### config.mk
export PLATFORM = sky130hd
export DESIGN_NAME = bsm_device_flat
export DESIGN_NICKNAME = d
export VERILOG_FILES = /design/src/hdl/bsm_pkg.sv /design/src/hdl/bsm_link_if.sv /design/src/hdl/bsm_sync.sv /design/src/hdl/bsm_device.sv /design/src/flat_wrapper.sv
export SDC_FILE = /design/constraint.sdc
export NUM_CORES = 1
export LEC_CHECK = 0
export ABC_AREA = 1
export BUFFER_PORTS_ARGS = -buffer_cell sky130_fd_sc_hd__buf_2
export CAP_MARGIN = 15
export CORE_UTILIZATION = 48
export CTS_BUF_LIST = sky130_fd_sc_hd__clkbuf_4 sky130_fd_sc_hd__clkbuf_8
export CTS_CLUSTER_SIZE = 10
export DETAILED_ROUTE_END_ITERATION = 16
export GPL_ROUTABILITY_DRIVEN = 0
export HOLD_SLACK_MARGIN = 0.15
export PLACE_DENSITY = 0.79
export SLEW_MARGIN = 5
export SYNTH_ARGS = -nofsm -noshare
export SYNTH_HDL_FRONTEND = slang
export SYNTH_SLANG_ARGS = --single-unit
### constraint.sdc
create_clock -name ref_clk_in -period 1.2 [get_ports ref_clk_in]
set_clock_uncertainty 0.15 [all_clocks]
set_input_delay 0.06 -clock ref_clk_in [delete_from_list [all_inputs] [get_ports ref_clk_in]]
set_output_delay 0.06 -clock ref_clk_in [all_outputs]
set_load 0.01 [all_outputs]
### src/hdl/bsm_pkg.sv
// shared constants and types of the strap and control register block
package bsm_pkg;
	// register word offsets (byte addresses)
	localparam logic [7:0] OFS_MISC_CONTROL        = 8'h00;
	localparam logic [7:0] OFS_MISC_CONTROL_SECOND = 8'h04;
	localparam logic [7:0] OFS_PCI_ARBITER_CONTROL = 8'h08;
	localparam logic [7:0] OFS_PCI_COMMAND_STATUS  = 8'h0C;
	localparam logic [7:0] OFS_IMAGE0_CONTROL      = 8'h10;
	localparam logic [7:0] OFS_IMAGE1_CONTROL      = 8'h14;
	// misc_control fields
	localparam int MC_PROTO_LSB    = 0;
	localparam int MC_BYTE_ORDER   = 2;
	localparam int MC_SW_RESET     = 3;
	localparam int MC_MA_RESPONSE  = 4;
	localparam int MC_TARGET_PREFETCH_COUNT_LSB    = 8;
	localparam int MC_EEPROM_USE   = 12;
	localparam int MC_TEST_LSB     = 13;
	// misc_control_second fields
	localparam int MC2_PCI_DISABLE = 0;
	localparam int MC2_PER_IMAGE   = 1;
	localparam int MC2_HOLD_BUS    = 2;
	localparam int MC2_RETRY_LSB   = 3;
	localparam int MC2_SLOW_DISC   = 5;
	localparam int MC2_TA_ERROR    = 6;
	localparam int MC2_BURST_FOUR  = 7;
	localparam int MC2_SINGLE_BEAT = 8;
	localparam int MC2_NO_ORDER    = 9;
	localparam int MC2_PRCNT1_LSB  = 16;
	// pci_arbiter_control fields
	localparam int ARB_PRI_LSB     = 0;
	localparam int ARB_OWN_PRI     = 8;
	localparam int ARB_ENABLE      = 9;
	localparam int ARB_PARK        = 10;
	localparam int ARB_PARK_LSB    = 12;
	// pci command/status and image control fields
	localparam int PCS_BUS_MASTER  = 2;
	localparam int IMG_INVERT      = 0;
	localparam int IMG_BURST_WR    = 1;
	// field widths
	localparam int TARGET_PREFETCH_COUNT_W         = 4;
	localparam int PRCNT1_W        = 6;
	localparam int RETRY_W         = 2;
	localparam int PARK_W          = 3;
	localparam int NUM_IMAGES      = 2;
	// slow target limit in pci clocks
	localparam int SLOW_TARGET_CLOCKS = 8;
	// clocks from a reset pin rising to the straps landing in the device
	localparam int STRAP_CAPTURE_DELAY = 3;
	// reset value of every writable field
	localparam logic [31:0] REG_RESET = 32'h0000_0000;
	// processor bus protocol selected by straps
	typedef enum logic [1:0] {
		BSM_PROTO_BURST_BUS,
		BSM_PROTO_TYPE40,
		BSM_PROTO_OTHER
	} bsm_proto_t;
endpackage

### src/hdl/bsm_link_if.sv
// link between the bridge configuration block and its local master
`timescale 1ns/1ps
interface bsm_link_if;
	logic        burst_in_progress_strap;
	logic        transfer_size_bit1_strap;
	logic        bus_master_strap;
	logic        arbiter_enable_strap;
	logic        pci_disable_strap;
	logic        serial_data_strap;
	logic        eeprom_use_strap;
	logic [1:0]  test_mode_straps;
	logic        pci_reset_n;
	logic        local_reset_input_n;
	logic        local_reset_output_n;
	logic [7:0]  reg_addr;
	logic [31:0] reg_wdata;
	logic        reg_wr;
	logic        reg_rd;
	logic [31:0] reg_rdata;

	modport device (
		input  burst_in_progress_strap, transfer_size_bit1_strap, bus_master_strap,
		input  arbiter_enable_strap, pci_disable_strap, serial_data_strap,
		input  eeprom_use_strap, test_mode_straps, pci_reset_n, local_reset_input_n,
		input  reg_addr, reg_wdata, reg_wr, reg_rd,
		output local_reset_output_n, reg_rdata
	);
	modport host (
		output burst_in_progress_strap, transfer_size_bit1_strap, bus_master_strap,
		output arbiter_enable_strap, pci_disable_strap, serial_data_strap,
		output eeprom_use_strap, test_mode_straps, pci_reset_n, local_reset_input_n,
		output reg_addr, reg_wdata, reg_wr, reg_rd,
		input  local_reset_output_n, reg_rdata
	);
endinterface

### src/hdl/bsm_sync.sv
// two-flop pin synchroniser with rising edge detect
`timescale 1ns/1ps
module bsm_sync #(
	parameter int W = 1
) (
	input  wire logic         ref_clk_in,
	input  wire logic         resetn_in,
	input  wire logic [W-1:0] pin_in,
	output logic      [W-1:0] level_out,
	output logic      [W-1:0] rise_out
);
	logic [W-1:0] stage1;
	logic [W-1:0] prev;

	// stage1 feeds only level_out; edges are taken from the settled level
	always_ff @(posedge ref_clk_in or negedge resetn_in) begin
		if (!resetn_in) begin
			stage1    <= '0;
			level_out <= '0;
			prev      <= '0;
		end else begin
			stage1    <= pin_in;
			level_out <= stage1;
			prev      <= level_out;
		end
	end

	assign rise_out = level_out & ~prev;
endmodule // bsm_sync

### src/hdl/bsm_device.sv
// bridge strap capture and miscellaneous control registers
//
// Strobed register access and the register offsets were decided locally.
`timescale 1ns/1ps
module bsm_device
	import bsm_pkg::*;
#(
	parameter int NUM_MASTERS = 4
) (
	input  wire logic                      ref_clk_in,
	input  wire logic                      resetn_in,
	bsm_link_if.device                     link,
	output bsm_proto_t                     protocol_out,
	output logic                           eeprom_use_out,
	output logic [1:0]                     test_mode_out,
	output logic                           initiator_enable_out,
	output logic                           arbiter_enable_out,
	output logic                           target_retry_out,
	output logic                           master_abort_response_out,
	output logic [NUM_IMAGES-1:0]          image_big_endian_out,
	output logic [NUM_IMAGES*PRCNT1_W-1:0] image_prefetch_count_out,
	output logic                           hold_local_bus_out,
	output logic [RETRY_W-1:0]             retry_limit_out,
	output logic                           slow_target_disconnect_out,
	output logic                           target_abort_error_out,
	output logic [NUM_IMAGES-1:0]          image_local_burst_out,
	output logic                           single_beat_prefetch_out,
	output logic                           ordering_rule_disable_out,
	output logic [NUM_MASTERS-1:0]         master_priority_out,
	output logic                           own_priority_out,
	output logic                           park_enable_out,
	output logic [PARK_W-1:0]              parked_master_out
);
	////////////////////////////////////////////////////////////////////////
	// pin synchronisers
	localparam int NPIN = 11;
	logic [NPIN-1:0] pin_lvl;
	logic [NPIN-1:0] pin_rise;

	bsm_sync #(.W(NPIN)) u_sync (
		.ref_clk_in (ref_clk_in),
		.resetn_in  (resetn_in),
		.pin_in     ({link.pci_reset_n, link.local_reset_input_n,
		              link.burst_in_progress_strap, link.transfer_size_bit1_strap,
		              link.bus_master_strap, link.arbiter_enable_strap,
		              link.pci_disable_strap, link.serial_data_strap,
		              link.eeprom_use_strap, link.test_mode_straps}),
		.level_out  (pin_lvl),
		.rise_out   (pin_rise)
	);

	logic pci_reset_active;
	logic reset_event;
	assign pci_reset_active = ~pin_lvl[10];
	assign reset_event      = pin_rise[10] | pin_rise[9];

	////////////////////////////////////////////////////////////////////////
	// strap capture; values stand until the next reset event
	bsm_proto_t proto;
	logic       eeprom_use;
	logic [1:0] test_mode;

	always_ff @(posedge ref_clk_in or negedge resetn_in) begin
		if (!resetn_in) begin
			proto      <= BSM_PROTO_BURST_BUS;
			eeprom_use <= 1'b0;
			test_mode  <= 2'h0;
		end else if (reset_event) begin
			if (pin_lvl[8] && !pin_lvl[7])
				proto <= BSM_PROTO_TYPE40;
			else if (!pin_lvl[7])
				proto <= BSM_PROTO_BURST_BUS;
			else
				proto <= BSM_PROTO_OTHER;
			eeprom_use <= pin_lvl[3] & pin_lvl[2];
			test_mode  <= pin_lvl[1:0];
		end
	end

	////////////////////////////////////////////////////////////////////////
	// register strobes
	logic wr_mc;
	logic wr_mc2;
	logic wr_arb;
	logic wr_pcs;
	logic [NUM_IMAGES-1:0] wr_img;
	assign wr_mc  = link.reg_wr && link.reg_addr == OFS_MISC_CONTROL;
	assign wr_mc2 = link.reg_wr && link.reg_addr == OFS_MISC_CONTROL_SECOND;
	assign wr_arb = link.reg_wr && link.reg_addr == OFS_PCI_ARBITER_CONTROL;
	assign wr_pcs = link.reg_wr && link.reg_addr == OFS_PCI_COMMAND_STATUS;
	assign wr_img[0] = link.reg_wr && link.reg_addr == OFS_IMAGE0_CONTROL;
	assign wr_img[1] = link.reg_wr && link.reg_addr == OFS_IMAGE1_CONTROL;

	////////////////////////////////////////////////////////////////////////
	// strap-loaded control bits; a reset event wins over a software write
	logic initiator_enable;
	logic arbiter_enable;
	logic pci_disable;

	always_ff @(posedge ref_clk_in or negedge resetn_in) begin
		if (!resetn_in) begin
			initiator_enable <= 1'b0;
			arbiter_enable   <= 1'b0;
			pci_disable      <= 1'b0;
		end else if (reset_event) begin
			initiator_enable <= pin_lvl[6];
			arbiter_enable   <= pin_lvl[5];
			pci_disable      <= pin_lvl[4];
		end else begin
			if (wr_pcs)
				initiator_enable <= link.reg_wdata[PCS_BUS_MASTER];
			// write one clears the disable status
			if (wr_mc2 && link.reg_wdata[MC2_PCI_DISABLE])
				pci_disable <= 1'b0;
		end
	end

	////////////////////////////////////////////////////////////////////////
	// software control fields
	logic                   byte_order;
	logic                   sw_reset;
	logic                   ma_response;
	logic [TARGET_PREFETCH_COUNT_W-1:0]     target_prefetch_count;
	logic [31:0]            mc2;
	logic [NUM_MASTERS-1:0] m_pri;
	logic                   own_pri;
	logic                   park;
	logic [PARK_W-1:0]      park_sel;
	logic [NUM_IMAGES-1:0]  img_invert;
	logic [NUM_IMAGES-1:0]  img_burst_wr;

	always_ff @(posedge ref_clk_in or negedge resetn_in) begin
		if (!resetn_in) begin
			byte_order  <= 1'b0;
			sw_reset    <= 1'b0;
			ma_response <= 1'b0;
			target_prefetch_count       <= '0;
		end else if (wr_mc) begin
			byte_order  <= link.reg_wdata[MC_BYTE_ORDER];
			sw_reset    <= link.reg_wdata[MC_SW_RESET];
			ma_response <= link.reg_wdata[MC_MA_RESPONSE];
			target_prefetch_count       <= link.reg_wdata[MC_TARGET_PREFETCH_COUNT_LSB +: TARGET_PREFETCH_COUNT_W];
		end
	end

	// disable status bit lives in pci_disable, so it is masked out here
	always_ff @(posedge ref_clk_in or negedge resetn_in) begin
		if (!resetn_in)
			mc2 <= REG_RESET;
		else if (wr_mc2)
			mc2 <= link.reg_wdata & 32'h003F_03FE;
	end

	always_ff @(posedge ref_clk_in or negedge resetn_in) begin
		if (!resetn_in) begin
			m_pri    <= '0;
			own_pri  <= 1'b0;
			park     <= 1'b0;
			park_sel <= '0;
		end else if (wr_arb) begin
			m_pri    <= link.reg_wdata[ARB_PRI_LSB +: NUM_MASTERS];
			own_pri  <= link.reg_wdata[ARB_OWN_PRI];
			park     <= link.reg_wdata[ARB_PARK];
			park_sel <= link.reg_wdata[ARB_PARK_LSB +: PARK_W];
		end
	end

	// per-image control words
	genvar gi;
	generate
		for (gi = 0; gi < NUM_IMAGES; gi++) begin : g_img
			always_ff @(posedge ref_clk_in or negedge resetn_in) begin
				if (!resetn_in) begin
					img_invert[gi]   <= 1'b0;
					img_burst_wr[gi] <= 1'b0;
				end else if (wr_img[gi]) begin
					img_invert[gi]   <= link.reg_wdata[IMG_INVERT];
					img_burst_wr[gi] <= link.reg_wdata[IMG_BURST_WR];
				end
			end
		end
	endgenerate

	////////////////////////////////////////////////////////////////////////
	// read port: data stand in the cycle after the read strobe
	function automatic logic [31:0] read_word(input logic [7:0] a);
		logic [31:0] w;
		w = 32'h0000_0000;
		unique case (a)
			OFS_MISC_CONTROL: begin
				w[MC_PROTO_LSB +: 2]       = proto;
				w[MC_BYTE_ORDER]           = byte_order;
				w[MC_SW_RESET]             = sw_reset;
				w[MC_MA_RESPONSE]          = ma_response;
				w[MC_TARGET_PREFETCH_COUNT_LSB +: TARGET_PREFETCH_COUNT_W] = target_prefetch_count;
				w[MC_EEPROM_USE]           = eeprom_use;
				w[MC_TEST_LSB +: 2]        = test_mode;
			end
			OFS_MISC_CONTROL_SECOND: w = mc2 | {31'h0, pci_disable};
			OFS_PCI_ARBITER_CONTROL: begin
				w[ARB_PRI_LSB +: NUM_MASTERS] = m_pri;
				w[ARB_OWN_PRI]                = own_pri;
				w[ARB_ENABLE]                 = arbiter_enable;
				w[ARB_PARK]                   = park;
				w[ARB_PARK_LSB +: PARK_W]     = park_sel;
			end
			OFS_PCI_COMMAND_STATUS: w[PCS_BUS_MASTER] = initiator_enable;
			OFS_IMAGE0_CONTROL: w[1:0] = {img_burst_wr[0], img_invert[0]};
			OFS_IMAGE1_CONTROL: w[1:0] = {img_burst_wr[1], img_invert[1]};
			default: w = 32'h0000_0000; // unmapped reads zero
		endcase
		return w;
	endfunction

	always_ff @(posedge ref_clk_in or negedge resetn_in) begin
		if (!resetn_in)
			link.reg_rdata <= 32'h0000_0000;
		else if (link.reg_rd)
			link.reg_rdata <= read_word(link.reg_addr);
		else
			link.reg_rdata <= 32'h0000_0000;
	end

	////////////////////////////////////////////////////////////////////////
	// local reset output follows pci reset or the software reset bit
	always_ff @(posedge ref_clk_in or negedge resetn_in) begin
		if (!resetn_in)
			link.local_reset_output_n <= 1'b0;
		else
			link.local_reset_output_n <= ~(sw_reset | pci_reset_active);
	end

	////////////////////////////////////////////////////////////////////////
	// registered decoded controls for the channels
	logic burst_bus;
	assign burst_bus = proto == BSM_PROTO_BURST_BUS;

	always_ff @(posedge ref_clk_in or negedge resetn_in) begin
		if (!resetn_in) begin
			protocol_out               <= BSM_PROTO_BURST_BUS;
			eeprom_use_out             <= 1'b0;
			test_mode_out              <= 2'h0;
			initiator_enable_out       <= 1'b0;
			arbiter_enable_out         <= 1'b0;
			target_retry_out           <= 1'b0;
			master_abort_response_out  <= 1'b0;
			hold_local_bus_out         <= 1'b0;
			retry_limit_out            <= '0;
			slow_target_disconnect_out <= 1'b0;
			target_abort_error_out     <= 1'b0;
			single_beat_prefetch_out   <= 1'b0;
			ordering_rule_disable_out  <= 1'b0;
			master_priority_out        <= '0;
			own_priority_out           <= 1'b0;
			park_enable_out            <= 1'b0;
			parked_master_out          <= '0;
		end else begin
			protocol_out               <= proto;
			eeprom_use_out             <= eeprom_use;
			test_mode_out              <= test_mode;
			initiator_enable_out       <= initiator_enable;
			arbiter_enable_out         <= arbiter_enable;
			target_retry_out           <= pci_disable;
			master_abort_response_out  <= ma_response;
			hold_local_bus_out         <= mc2[MC2_HOLD_BUS];
			retry_limit_out            <= mc2[MC2_RETRY_LSB +: RETRY_W];
			// channel counts SLOW_TARGET_CLOCKS before disconnecting
			slow_target_disconnect_out <= mc2[MC2_SLOW_DISC];
			target_abort_error_out     <= mc2[MC2_TA_ERROR];
			single_beat_prefetch_out   <= mc2[MC2_SINGLE_BEAT] & burst_bus;
			ordering_rule_disable_out  <= mc2[MC2_NO_ORDER];
			master_priority_out        <= m_pri;
			own_priority_out           <= own_pri;
			park_enable_out            <= park;
			parked_master_out          <= park_sel;
		end
	end

	// per-image endian, prefetch count and burst permission
	generate
		for (gi = 0; gi < NUM_IMAGES; gi++) begin : g_out
			always_ff @(posedge ref_clk_in or negedge resetn_in) begin
				if (!resetn_in) begin
					image_big_endian_out[gi]                     <= 1'b0;
					image_prefetch_count_out[gi*PRCNT1_W +: PRCNT1_W] <= '0;
					image_local_burst_out[gi]                    <= 1'b0;
				end else begin
					image_big_endian_out[gi] <= byte_order ^ img_invert[gi];
					// shared count unless per-image mode picks the second field
					image_prefetch_count_out[gi*PRCNT1_W +: PRCNT1_W] <=
						(gi == 1 && mc2[MC2_PER_IMAGE]) ?
						mc2[MC2_PRCNT1_LSB +: PRCNT1_W] :
						{{(PRCNT1_W-TARGET_PREFETCH_COUNT_W){1'b0}}, target_prefetch_count};
					image_local_burst_out[gi] <=
						mc2[MC2_BURST_FOUR] & img_burst_wr[gi] & burst_bus;
				end
			end
		end
	endgenerate
endmodule // bsm_device

### src/flat_wrapper.sv
// flat-port wrapper written by rule: the top's interface ports become plain ports
module bsm_device_flat import bsm_pkg::*;
#(
	parameter int NUM_MASTERS = 4
)
  (ref_clk_in, resetn_in, protocol_out, eeprom_use_out, test_mode_out, initiator_enable_out, arbiter_enable_out, target_retry_out, master_abort_response_out, image_big_endian_out, image_prefetch_count_out, hold_local_bus_out, retry_limit_out, slow_target_disconnect_out, target_abort_error_out, image_local_burst_out, single_beat_prefetch_out, ordering_rule_disable_out, master_priority_out, own_priority_out, park_enable_out, parked_master_out, link_burst_in_progress_strap, link_transfer_size_bit1_strap, link_bus_master_strap, link_arbiter_enable_strap, link_pci_disable_strap, link_serial_data_strap, link_eeprom_use_strap, link_test_mode_straps, link_pci_reset_n, link_local_reset_input_n, link_reg_addr, link_reg_wdata, link_reg_wr, link_reg_rd, link_local_reset_output_n, link_reg_rdata);
  bsm_link_if link_i ();
  input  wire logic ref_clk_in;
  input  wire logic resetn_in;
  output bsm_proto_t protocol_out;
  output logic eeprom_use_out;
  output logic [1:0] test_mode_out;
  output logic initiator_enable_out;
  output logic arbiter_enable_out;
  output logic target_retry_out;
  output logic master_abort_response_out;
  output logic [NUM_IMAGES-1:0] image_big_endian_out;
  output logic [NUM_IMAGES*PRCNT1_W-1:0] image_prefetch_count_out;
  output logic hold_local_bus_out;
  output logic [RETRY_W-1:0] retry_limit_out;
  output logic slow_target_disconnect_out;
  output logic target_abort_error_out;
  output logic [NUM_IMAGES-1:0] image_local_burst_out;
  output logic single_beat_prefetch_out;
  output logic ordering_rule_disable_out;
  output logic [NUM_MASTERS-1:0] master_priority_out;
  output logic own_priority_out;
  output logic park_enable_out;
  output logic [PARK_W-1:0] parked_master_out;
  input wire logic [$bits(link_i.burst_in_progress_strap)-1:0] link_burst_in_progress_strap;
  input wire logic [$bits(link_i.transfer_size_bit1_strap)-1:0] link_transfer_size_bit1_strap;
  input wire logic [$bits(link_i.bus_master_strap)-1:0] link_bus_master_strap;
  input wire logic [$bits(link_i.arbiter_enable_strap)-1:0] link_arbiter_enable_strap;
  input wire logic [$bits(link_i.pci_disable_strap)-1:0] link_pci_disable_strap;
  input wire logic [$bits(link_i.serial_data_strap)-1:0] link_serial_data_strap;
  input wire logic [$bits(link_i.eeprom_use_strap)-1:0] link_eeprom_use_strap;
  input wire logic [$bits(link_i.test_mode_straps)-1:0] link_test_mode_straps;
  input wire logic [$bits(link_i.pci_reset_n)-1:0] link_pci_reset_n;
  input wire logic [$bits(link_i.local_reset_input_n)-1:0] link_local_reset_input_n;
  input wire logic [$bits(link_i.reg_addr)-1:0] link_reg_addr;
  input wire logic [$bits(link_i.reg_wdata)-1:0] link_reg_wdata;
  input wire logic [$bits(link_i.reg_wr)-1:0] link_reg_wr;
  input wire logic [$bits(link_i.reg_rd)-1:0] link_reg_rd;
  output wire logic [$bits(link_i.local_reset_output_n)-1:0] link_local_reset_output_n;
  output wire logic [$bits(link_i.reg_rdata)-1:0] link_reg_rdata;
  assign link_i.burst_in_progress_strap = link_burst_in_progress_strap;
  assign link_i.transfer_size_bit1_strap = link_transfer_size_bit1_strap;
  assign link_i.bus_master_strap = link_bus_master_strap;
  assign link_i.arbiter_enable_strap = link_arbiter_enable_strap;
  assign link_i.pci_disable_strap = link_pci_disable_strap;
  assign link_i.serial_data_strap = link_serial_data_strap;
  assign link_i.eeprom_use_strap = link_eeprom_use_strap;
  assign link_i.test_mode_straps = link_test_mode_straps;
  assign link_i.pci_reset_n = link_pci_reset_n;
  assign link_i.local_reset_input_n = link_local_reset_input_n;
  assign link_i.reg_addr = link_reg_addr;
  assign link_i.reg_wdata = link_reg_wdata;
  assign link_i.reg_wr = link_reg_wr;
  assign link_i.reg_rd = link_reg_rd;
  assign link_local_reset_output_n = link_i.local_reset_output_n;
  assign link_reg_rdata = link_i.reg_rdata;
  bsm_device #(.NUM_MASTERS(NUM_MASTERS)) u_core (.ref_clk_in(ref_clk_in), .resetn_in(resetn_in), .link(link_i), .protocol_out(protocol_out), .eeprom_use_out(eeprom_use_out), .test_mode_out(test_mode_out), .initiator_enable_out(initiator_enable_out), .arbiter_enable_out(arbiter_enable_out), .target_retry_out(target_retry_out), .master_abort_response_out(master_abort_response_out), .image_big_endian_out(image_big_endian_out), .image_prefetch_count_out(image_prefetch_count_out), .hold_local_bus_out(hold_local_bus_out), .retry_limit_out(retry_limit_out), .slow_target_disconnect_out(slow_target_disconnect_out), .target_abort_error_out(target_abort_error_out), .image_local_burst_out(image_local_burst_out), .single_beat_prefetch_out(single_beat_prefetch_out), .ordering_rule_disable_out(ordering_rule_disable_out), .master_priority_out(master_priority_out), .own_priority_out(own_priority_out), .park_enable_out(park_enable_out), .parked_master_out(parked_master_out));
endmodule
==> metrics.txt, run 1 <==
status=finished, violations left; failing checks=DRC, hold timing, setup timing; H-tree depth=4; Final #Nets=650; CTS clk-pin slew, worst paths=80 ps; fin area=6220 um^2; synth warn=0; CP max-delay cell=dfrtp_1; grt ovf=0; fin crit share=1.096; Max-cap violations=0; Hold Worst Slack=-86.72 ps; dpl hpwl=6.812 mm; clk buf depth=2; Final Power=8.918 mW; Worst EP arrival=1490 ps; slowest stage delay, CP=370 ps; initial antenna violation count=0; Worst Hold Class=in2async; Tmin final=1315 ps; WL/cell=approximately 14 um; Worst path most repeated cell=or2_1; total inserted antenna cells=0; CP startpoint kind=register; Seq cells post-synth=128; P_int=6.456 mW; clk sinks=128; Die Span X=99.20 um; Worst VDD drop=909.8 uV; CTS Buf Count=17; sequential power share=0.524; f_max=0.7605 GHz; Via Count=3460; DP Worst Slack=-157.5 ps; Cells after Synth=405; Buf+Inv Stages, Crit Path=1; Static Leakage=between 3 and 4 nW; Setup violations, final=6; post-route ant nets=0; Routed WL=around 10 mm; dominant synthesized flop cell=dfrtp_1; Remaining DRCs=2; placed cell count=638; PwrDens=about 1400 nW/um^2; vias in the first global route=3400; share of post-route cells with drive strength above 1=0.3207; CTS root buf=clkbuf_8; drt via density=between 4 and 5; CTS tree=done; worst skew pair latency=roughly 440 ps; Worst Path Class, Setup=reg2reg; DRT iter0 DRCs=186; Die Span Y=99.20 um; Avg Cell Area, Syn=11.20 um^2; Total GRT Usage=0.2189; PortBufs=between 100 and 150; largest net degree at the start of global routing=38; row count=35; initial core utilization=0.4931; setup repair after global routing missed its margin=true; # hold bufs at CTS=48; critical path endpoint category=register; Gate power share=0.091; final hold violations=17; Die ar.=9840 um^2; sequential share of the synthesized area=0.7064; Net Sw Power=2.462 mW; Async SR Flop Fraction=1.000; sw frac=0.2761; Finished Layout Cells=between 700 and 800; worst path cell trace=or2_1 -> nand2_2 -> inv_2 -> or2_1 -> o21a_1; Top delay family on crit path=simple AND/OR/NAND/NOR gates; mapped cell area=4534 um^2; drt pass-1 iters=10; Top-Level Pins=129; Post-synth EDFFs=0; Syn-to-layout area delta=37.17%; clock network fraction of design power=0.385; first-pass GRT wire length=16.16 mm; max-slew violation count=0; setup ws final=-115.0 ps; worst-path fanout max=3; placed cell area=5345 um^2; CORE AREA=just over 9000 um^2; Worst EP required=1380 ps; synth unique cells=28
[area by class of cell]
type	count	area, um^2
clock buffer	17	234.0
clock inverter	15	138.9
fill	676	2977
inverter	44	165.2
multi-input combinational	224	1070
sequential	128	3203
tap	111	138.9
timing repair buffer	180	1270
[flip-flops by register name, summed over array words and instances (netlist names), 3 cells and up]
name	cells
u_core.image_prefetch_count_out	10
u_core.park_sel	3
u_core.target_prefetch_count	4
u_core.master_priority_out	4
u_core.u_sync.level_out	11
u_core.link.reg_rdata	21
u_core.m_pri	4
u_core.parked_master_out	3
u_core.u_sync.stage1	11
u_core.mc2	15
[repair_timing]
| action | 4_1_cts | 5_1_grt |
|---|---|---|
| setup endpoints to repair | 7 | 32 |
| gates resized for setup | 0 | 3 |
| buffers inserted | 1 | 0 |
| pin swaps | 0 | 2 |
| hold endpoints to repair | 197 | 45 |
[through the flow]
stage / TNS, ps / utilization
2_1_floorplan: -144.4 / -
3_3_place_gp: -2622 / 0.5812
3_5_place_dp: -4165 / 0.5812
4_1_cts: -418.1 / 0.6748
5_1_grt: -868.2 / 0.6763
6_report: -380.9 / 0.6763
[logic make-up (layout without fill, tap and decap cells)]
| family | count (synthesis) | count (layout) | share of synthesized area |
|---|---|---|---|
| simple gates | 163 | 163 | 0.1614 |
| flops | 128 | 128 | 0.7064 |
| buf+inv | 65 | 256 | 0.06981 |
| other cells | 1 | 13 | 0.0008270 |
| xor+xnor | 2 | 2 | 0.003864 |
| compound gates | 46 | 46 | 0.05767 |
[cell usage after synthesis, types with 2 or more instances]
| master | instances | area, um^2 |
|---|---|---|
| xor2_1 | 2 | 17.52 |
| nand3_1 | 30 | 150.1 |
| o21ai_0 | 9 | 45.04 |
| nor2_1 | 27 | 101.4 |
| nand4_1 | 2 | 12.51 |
| nand2_2 | 3 | 18.77 |
| nor2_4 | 2 | 22.52 |
| nor2_2 | 5 | 31.28 |
| buf_6 | 2 | 22.52 |
| o21ai_1 | 24 | 120.1 |
| o21ai_2 | 6 | 52.55 |
| or2_1 | 2 | 12.51 |
| o21a_1 | 2 | 15.01 |
| clkbuf_1 | 3 | 11.26 |
| inv_1 | 37 | 138.9 |
| buf_4 | 15 | 112.6 |
| dfrtp_1 | 128 | 3203 |
| a21oi_1 | 4 | 20.02 |
| nand2_1 | 87 | 326.6 |
| inv_2 | 7 | 26.28 |
[power groups by stage]
stage / logic, mW / registers [mW] / clock network, mW
finish: 0.812 / 4.67 / 3.43
global route: 0.895 / 4.70 / 3.71
CTS: 0.811 / 4.67 / 3.48
detailed placement: 0.687 / 4.75 / 0
global placement: 0.663 / 4.74 / 0
floorplan: 0.265 / 4.78 / 0
[routing by layer]
metal / GRT usage / share of wire / vias to the layer above
met5: 0 / 0 / -
li1: - / - / 1628
met1: 0.2755 / 0.42 / 1687
met2: 0.3685 / 0.51 / 128
met3: 0.06395 / 0.054 / 17
met4: 0.07014 / 0.015 / 0
[layout by cell type, fill, tap and decap left out, types with 3 or more instances in the layout]
cell,count
nand2_2,4
nor2_2,5
clkbuf_8,17
nor2_1,26
inv_6,7
dfrtp_1,128
inv_8,4
inv_1,36
o21ai_2,6
conb_1,13
dlygate4sd3_1,48
buf_2,102
o21ai_1,24
a21oi_1,4
nand3_1,30
buf_4,25
nand2_1,86
inv_2,8
buf_12,4
nor2_4,3
o21ai_0,9
[final timing paths]
path	start	end	slack (ps)	cells after the start
worst min register to register	u_core.u_sync.stage1[8]$_DFF_PN0_	u_core.u_sync.level_out[8]$_DFF_PN0_	200	0
min in group ref_clk_in	link_reg_addr[4]	u_core.img_burst_wr[1]$_DFFE_PN0P_	30	7
max in group asynchronous	resetn_in	u_core.link.reg_rdata[13]$_DFF_PN0_	410	3
worst max-delay path	u_core.u_sync.prev[10]$_DFF_PN0_	u_core.proto[1]$_DFFE_PN0N_	-110	5
worst max register to register	u_core.u_sync.prev[10]$_DFF_PN0_	u_core.proto[1]$_DFFE_PN0N_	-110	5
worst min-delay path	resetn_in	u_core.proto[0]$_DFFE_PN0N_	-90	2
Note: power is estimated with default switching activity, not from simulation.
==> run 2: changes to the inputs <==
Settings changed: BUFFER_PORTS_ARGS -buffer_cell sky130_fd_sc_hd__buf_2 to not set, CORE_UTILIZATION 48 to 59, DONT_BUFFER_PORTS set to 1, PLACE_DENSITY 0.79 to 0.8.
==> metrics.txt, run 2 (synthesis results as in run 1) <==
grt ovf=0; failing checks=hold timing, setup timing; clk sinks=128; placed cell area=4695 um^2; share of post-route cells with drive strength above 1=0.1956; PwrDens=between 1500 and 2000 nW/um^2; Setup violations, final=52; fillers=approximately 420; CP max-delay cell=dfrtp_1; Reg area=around 3200 um^2; DP Worst Slack=-146.3 ps; Die Span Y=89.67 um; setup repair after global routing missed its margin=true; CORE AREA=7331 um^2; max-slew violation count=0; H-tree depth=4; CTS clk-pin slew, worst paths=80 ps; Final #Nets=544; Die Span X=around 90 um; status=finished, violations left; fin area=5715 um^2; Largest register FFs=21; worst-path fanout max=5; CP startpoint kind=register; initial core utilization=0.6185; reg-to-reg slack, setup=-220 ps; PortBufs=0; row count=31; slowest stage delay, CP=370 ps; DRT iter0 DRCs=288; commonest non-fill, non-tap cell in the layout=dfrtp_1; Worst slew margin=0.6343; Final Power=8.829 mW; CTS tree=done; first-pass GRT wire length=14.58 mm; Core Util, Final=0.7797; Syn-to-layout area delta=26.05%; drt via density=5.127; Slew @ Worst Pin=about 550 ps; Max-cap violations=0; Worst VDD drop=942.4 uV; CP startpoint=u_core.u_sync.level_out[10]$_DFF_PN0_; Finished Layout Cells=600; Worst path most repeated cell=nand2_1; most frequent cells in the layout=dfrtp_1 (128), nand2_1 (78), dlygate4sd3_1 (48); largest net degree at the start of global routing=129; reg2reg path depth=8; final hold violations=159; Worst Hold Class=in2async; f_max=0.7053 GHz; Via Count=3076; Worst EP required=1410 ps; drt pass-1 iters=4; post-route ant nets=0; Hold Worst Slack=-828.9 ps; Worst Path Class, Setup=reg2reg; Static Leakage=2.919 nW; fin crit share=1.181; clk buf depth=2; Tmin final=1418 ps; Worst R2R Start=u_core.u_sync.level_out[10]$_DFF_PN0_; top flop regs=u_core.link.reg_rdata (21), u_core.mc2 (15); vias in the first global route=between 2000 and 3000; footprint of the multi-input gates=1129 um^2; CTS Buf Count=17; dpl hpwl=5.688 mm; Top reg by flops=u_core.link.reg_rdata; Worst EP arrival=1630 ps; Total GRT Usage=0.2555; Setup TNS=-3841 ps; Top-Level Pins=129; Buf+Inv Stages, Crit Path=2; Top delay family on crit path=simple AND/OR/NAND/NOR gates; critical path endpoint category=register; CTS root buf=clkbuf_8; setup ws final=-217.7 ps; RR Endpoint=u_core.initiator_enable$_DFFE_PN0P_; total inserted antenna cells=0; worst skew pair latency=430 ps; initial antenna violation count=0; Remaining DRCs=0; WL/cell=16.09 um; worst path cell trace=inv_2 -> or2_1 -> nand2_2 -> buf_4 -> nand2_1 -> o21ai_0 -> nand2_1 -> nand2_1; placed cell count=512; Routed WL=9.652 mm; Die ar.=8040 um^2
-- run 2: power breakdown --
part / switching, mW / leakage (nW) / internal, mW / total (mW)
registers: 0.191 / 1.62 / 4.56 / 4.75
logic: 0.262 / 1.11 / 0.251 / 0.513
clock network: 1.67 / 0.195 / 1.89 / 3.57
-- run 2: how the worst max path moves through the flow --
| stage | endpoint | cells after the start |
|---|---|---|
| 2_1_floorplan | u_core.proto[1]$_DFFE_PN0N_ | 6 |
| 3_3_place_gp | u_core.proto[1]$_DFFE_PN0N_ | 6 |
| 3_5_place_dp | u_core.proto[0]$_DFFE_PN0N_ | 6 |
| 4_1_cts | u_core.proto[1]$_DFFE_PN0N_ | 6 |
| 5_1_grt | u_core.initiator_enable$_DFFE_PN0P_ | 8 |
| 6_report | u_core.initiator_enable$_DFFE_PN0P_ | 8 |
-- run 2: area by class of cell --
cell class | count | share of cell area
clock buffers | 18 | 0.04335
clock inverters | 13 | 0.02430
inverters | 44 | 0.02933
multi-input cells | 225 | 0.1975
flip-flops and latches | 128 | 0.5604
well taps | 99 | 0.02167
repair buffers | 73 | 0.1235
-- run 2: metal layers --
metal	GRT usage	up-vias	part of all wire	wire length [um]
li1	-	1408	-	-
met1	0.3170	1521	0.40	3820
met2	0.4139	130	0.52	5001
met3	0.07313	17	0.070	673
met4	0.1270	0	0.016	157
met5	0	-	0	0
-- run 2: repair_timing --
| item | in CTS | in global routing |
|---|---|---|
| resized for setup | 4 | 25 |
| hold buffers | 50 | 1 |
| cloned | 0 | 1 |
| setup buffers | 3 | 4 |
| setup endpoints to repair | 8 | 64 |
| pin swaps | 1 | 7 |
| endpoints found under the hold margin | 197 | 186 |
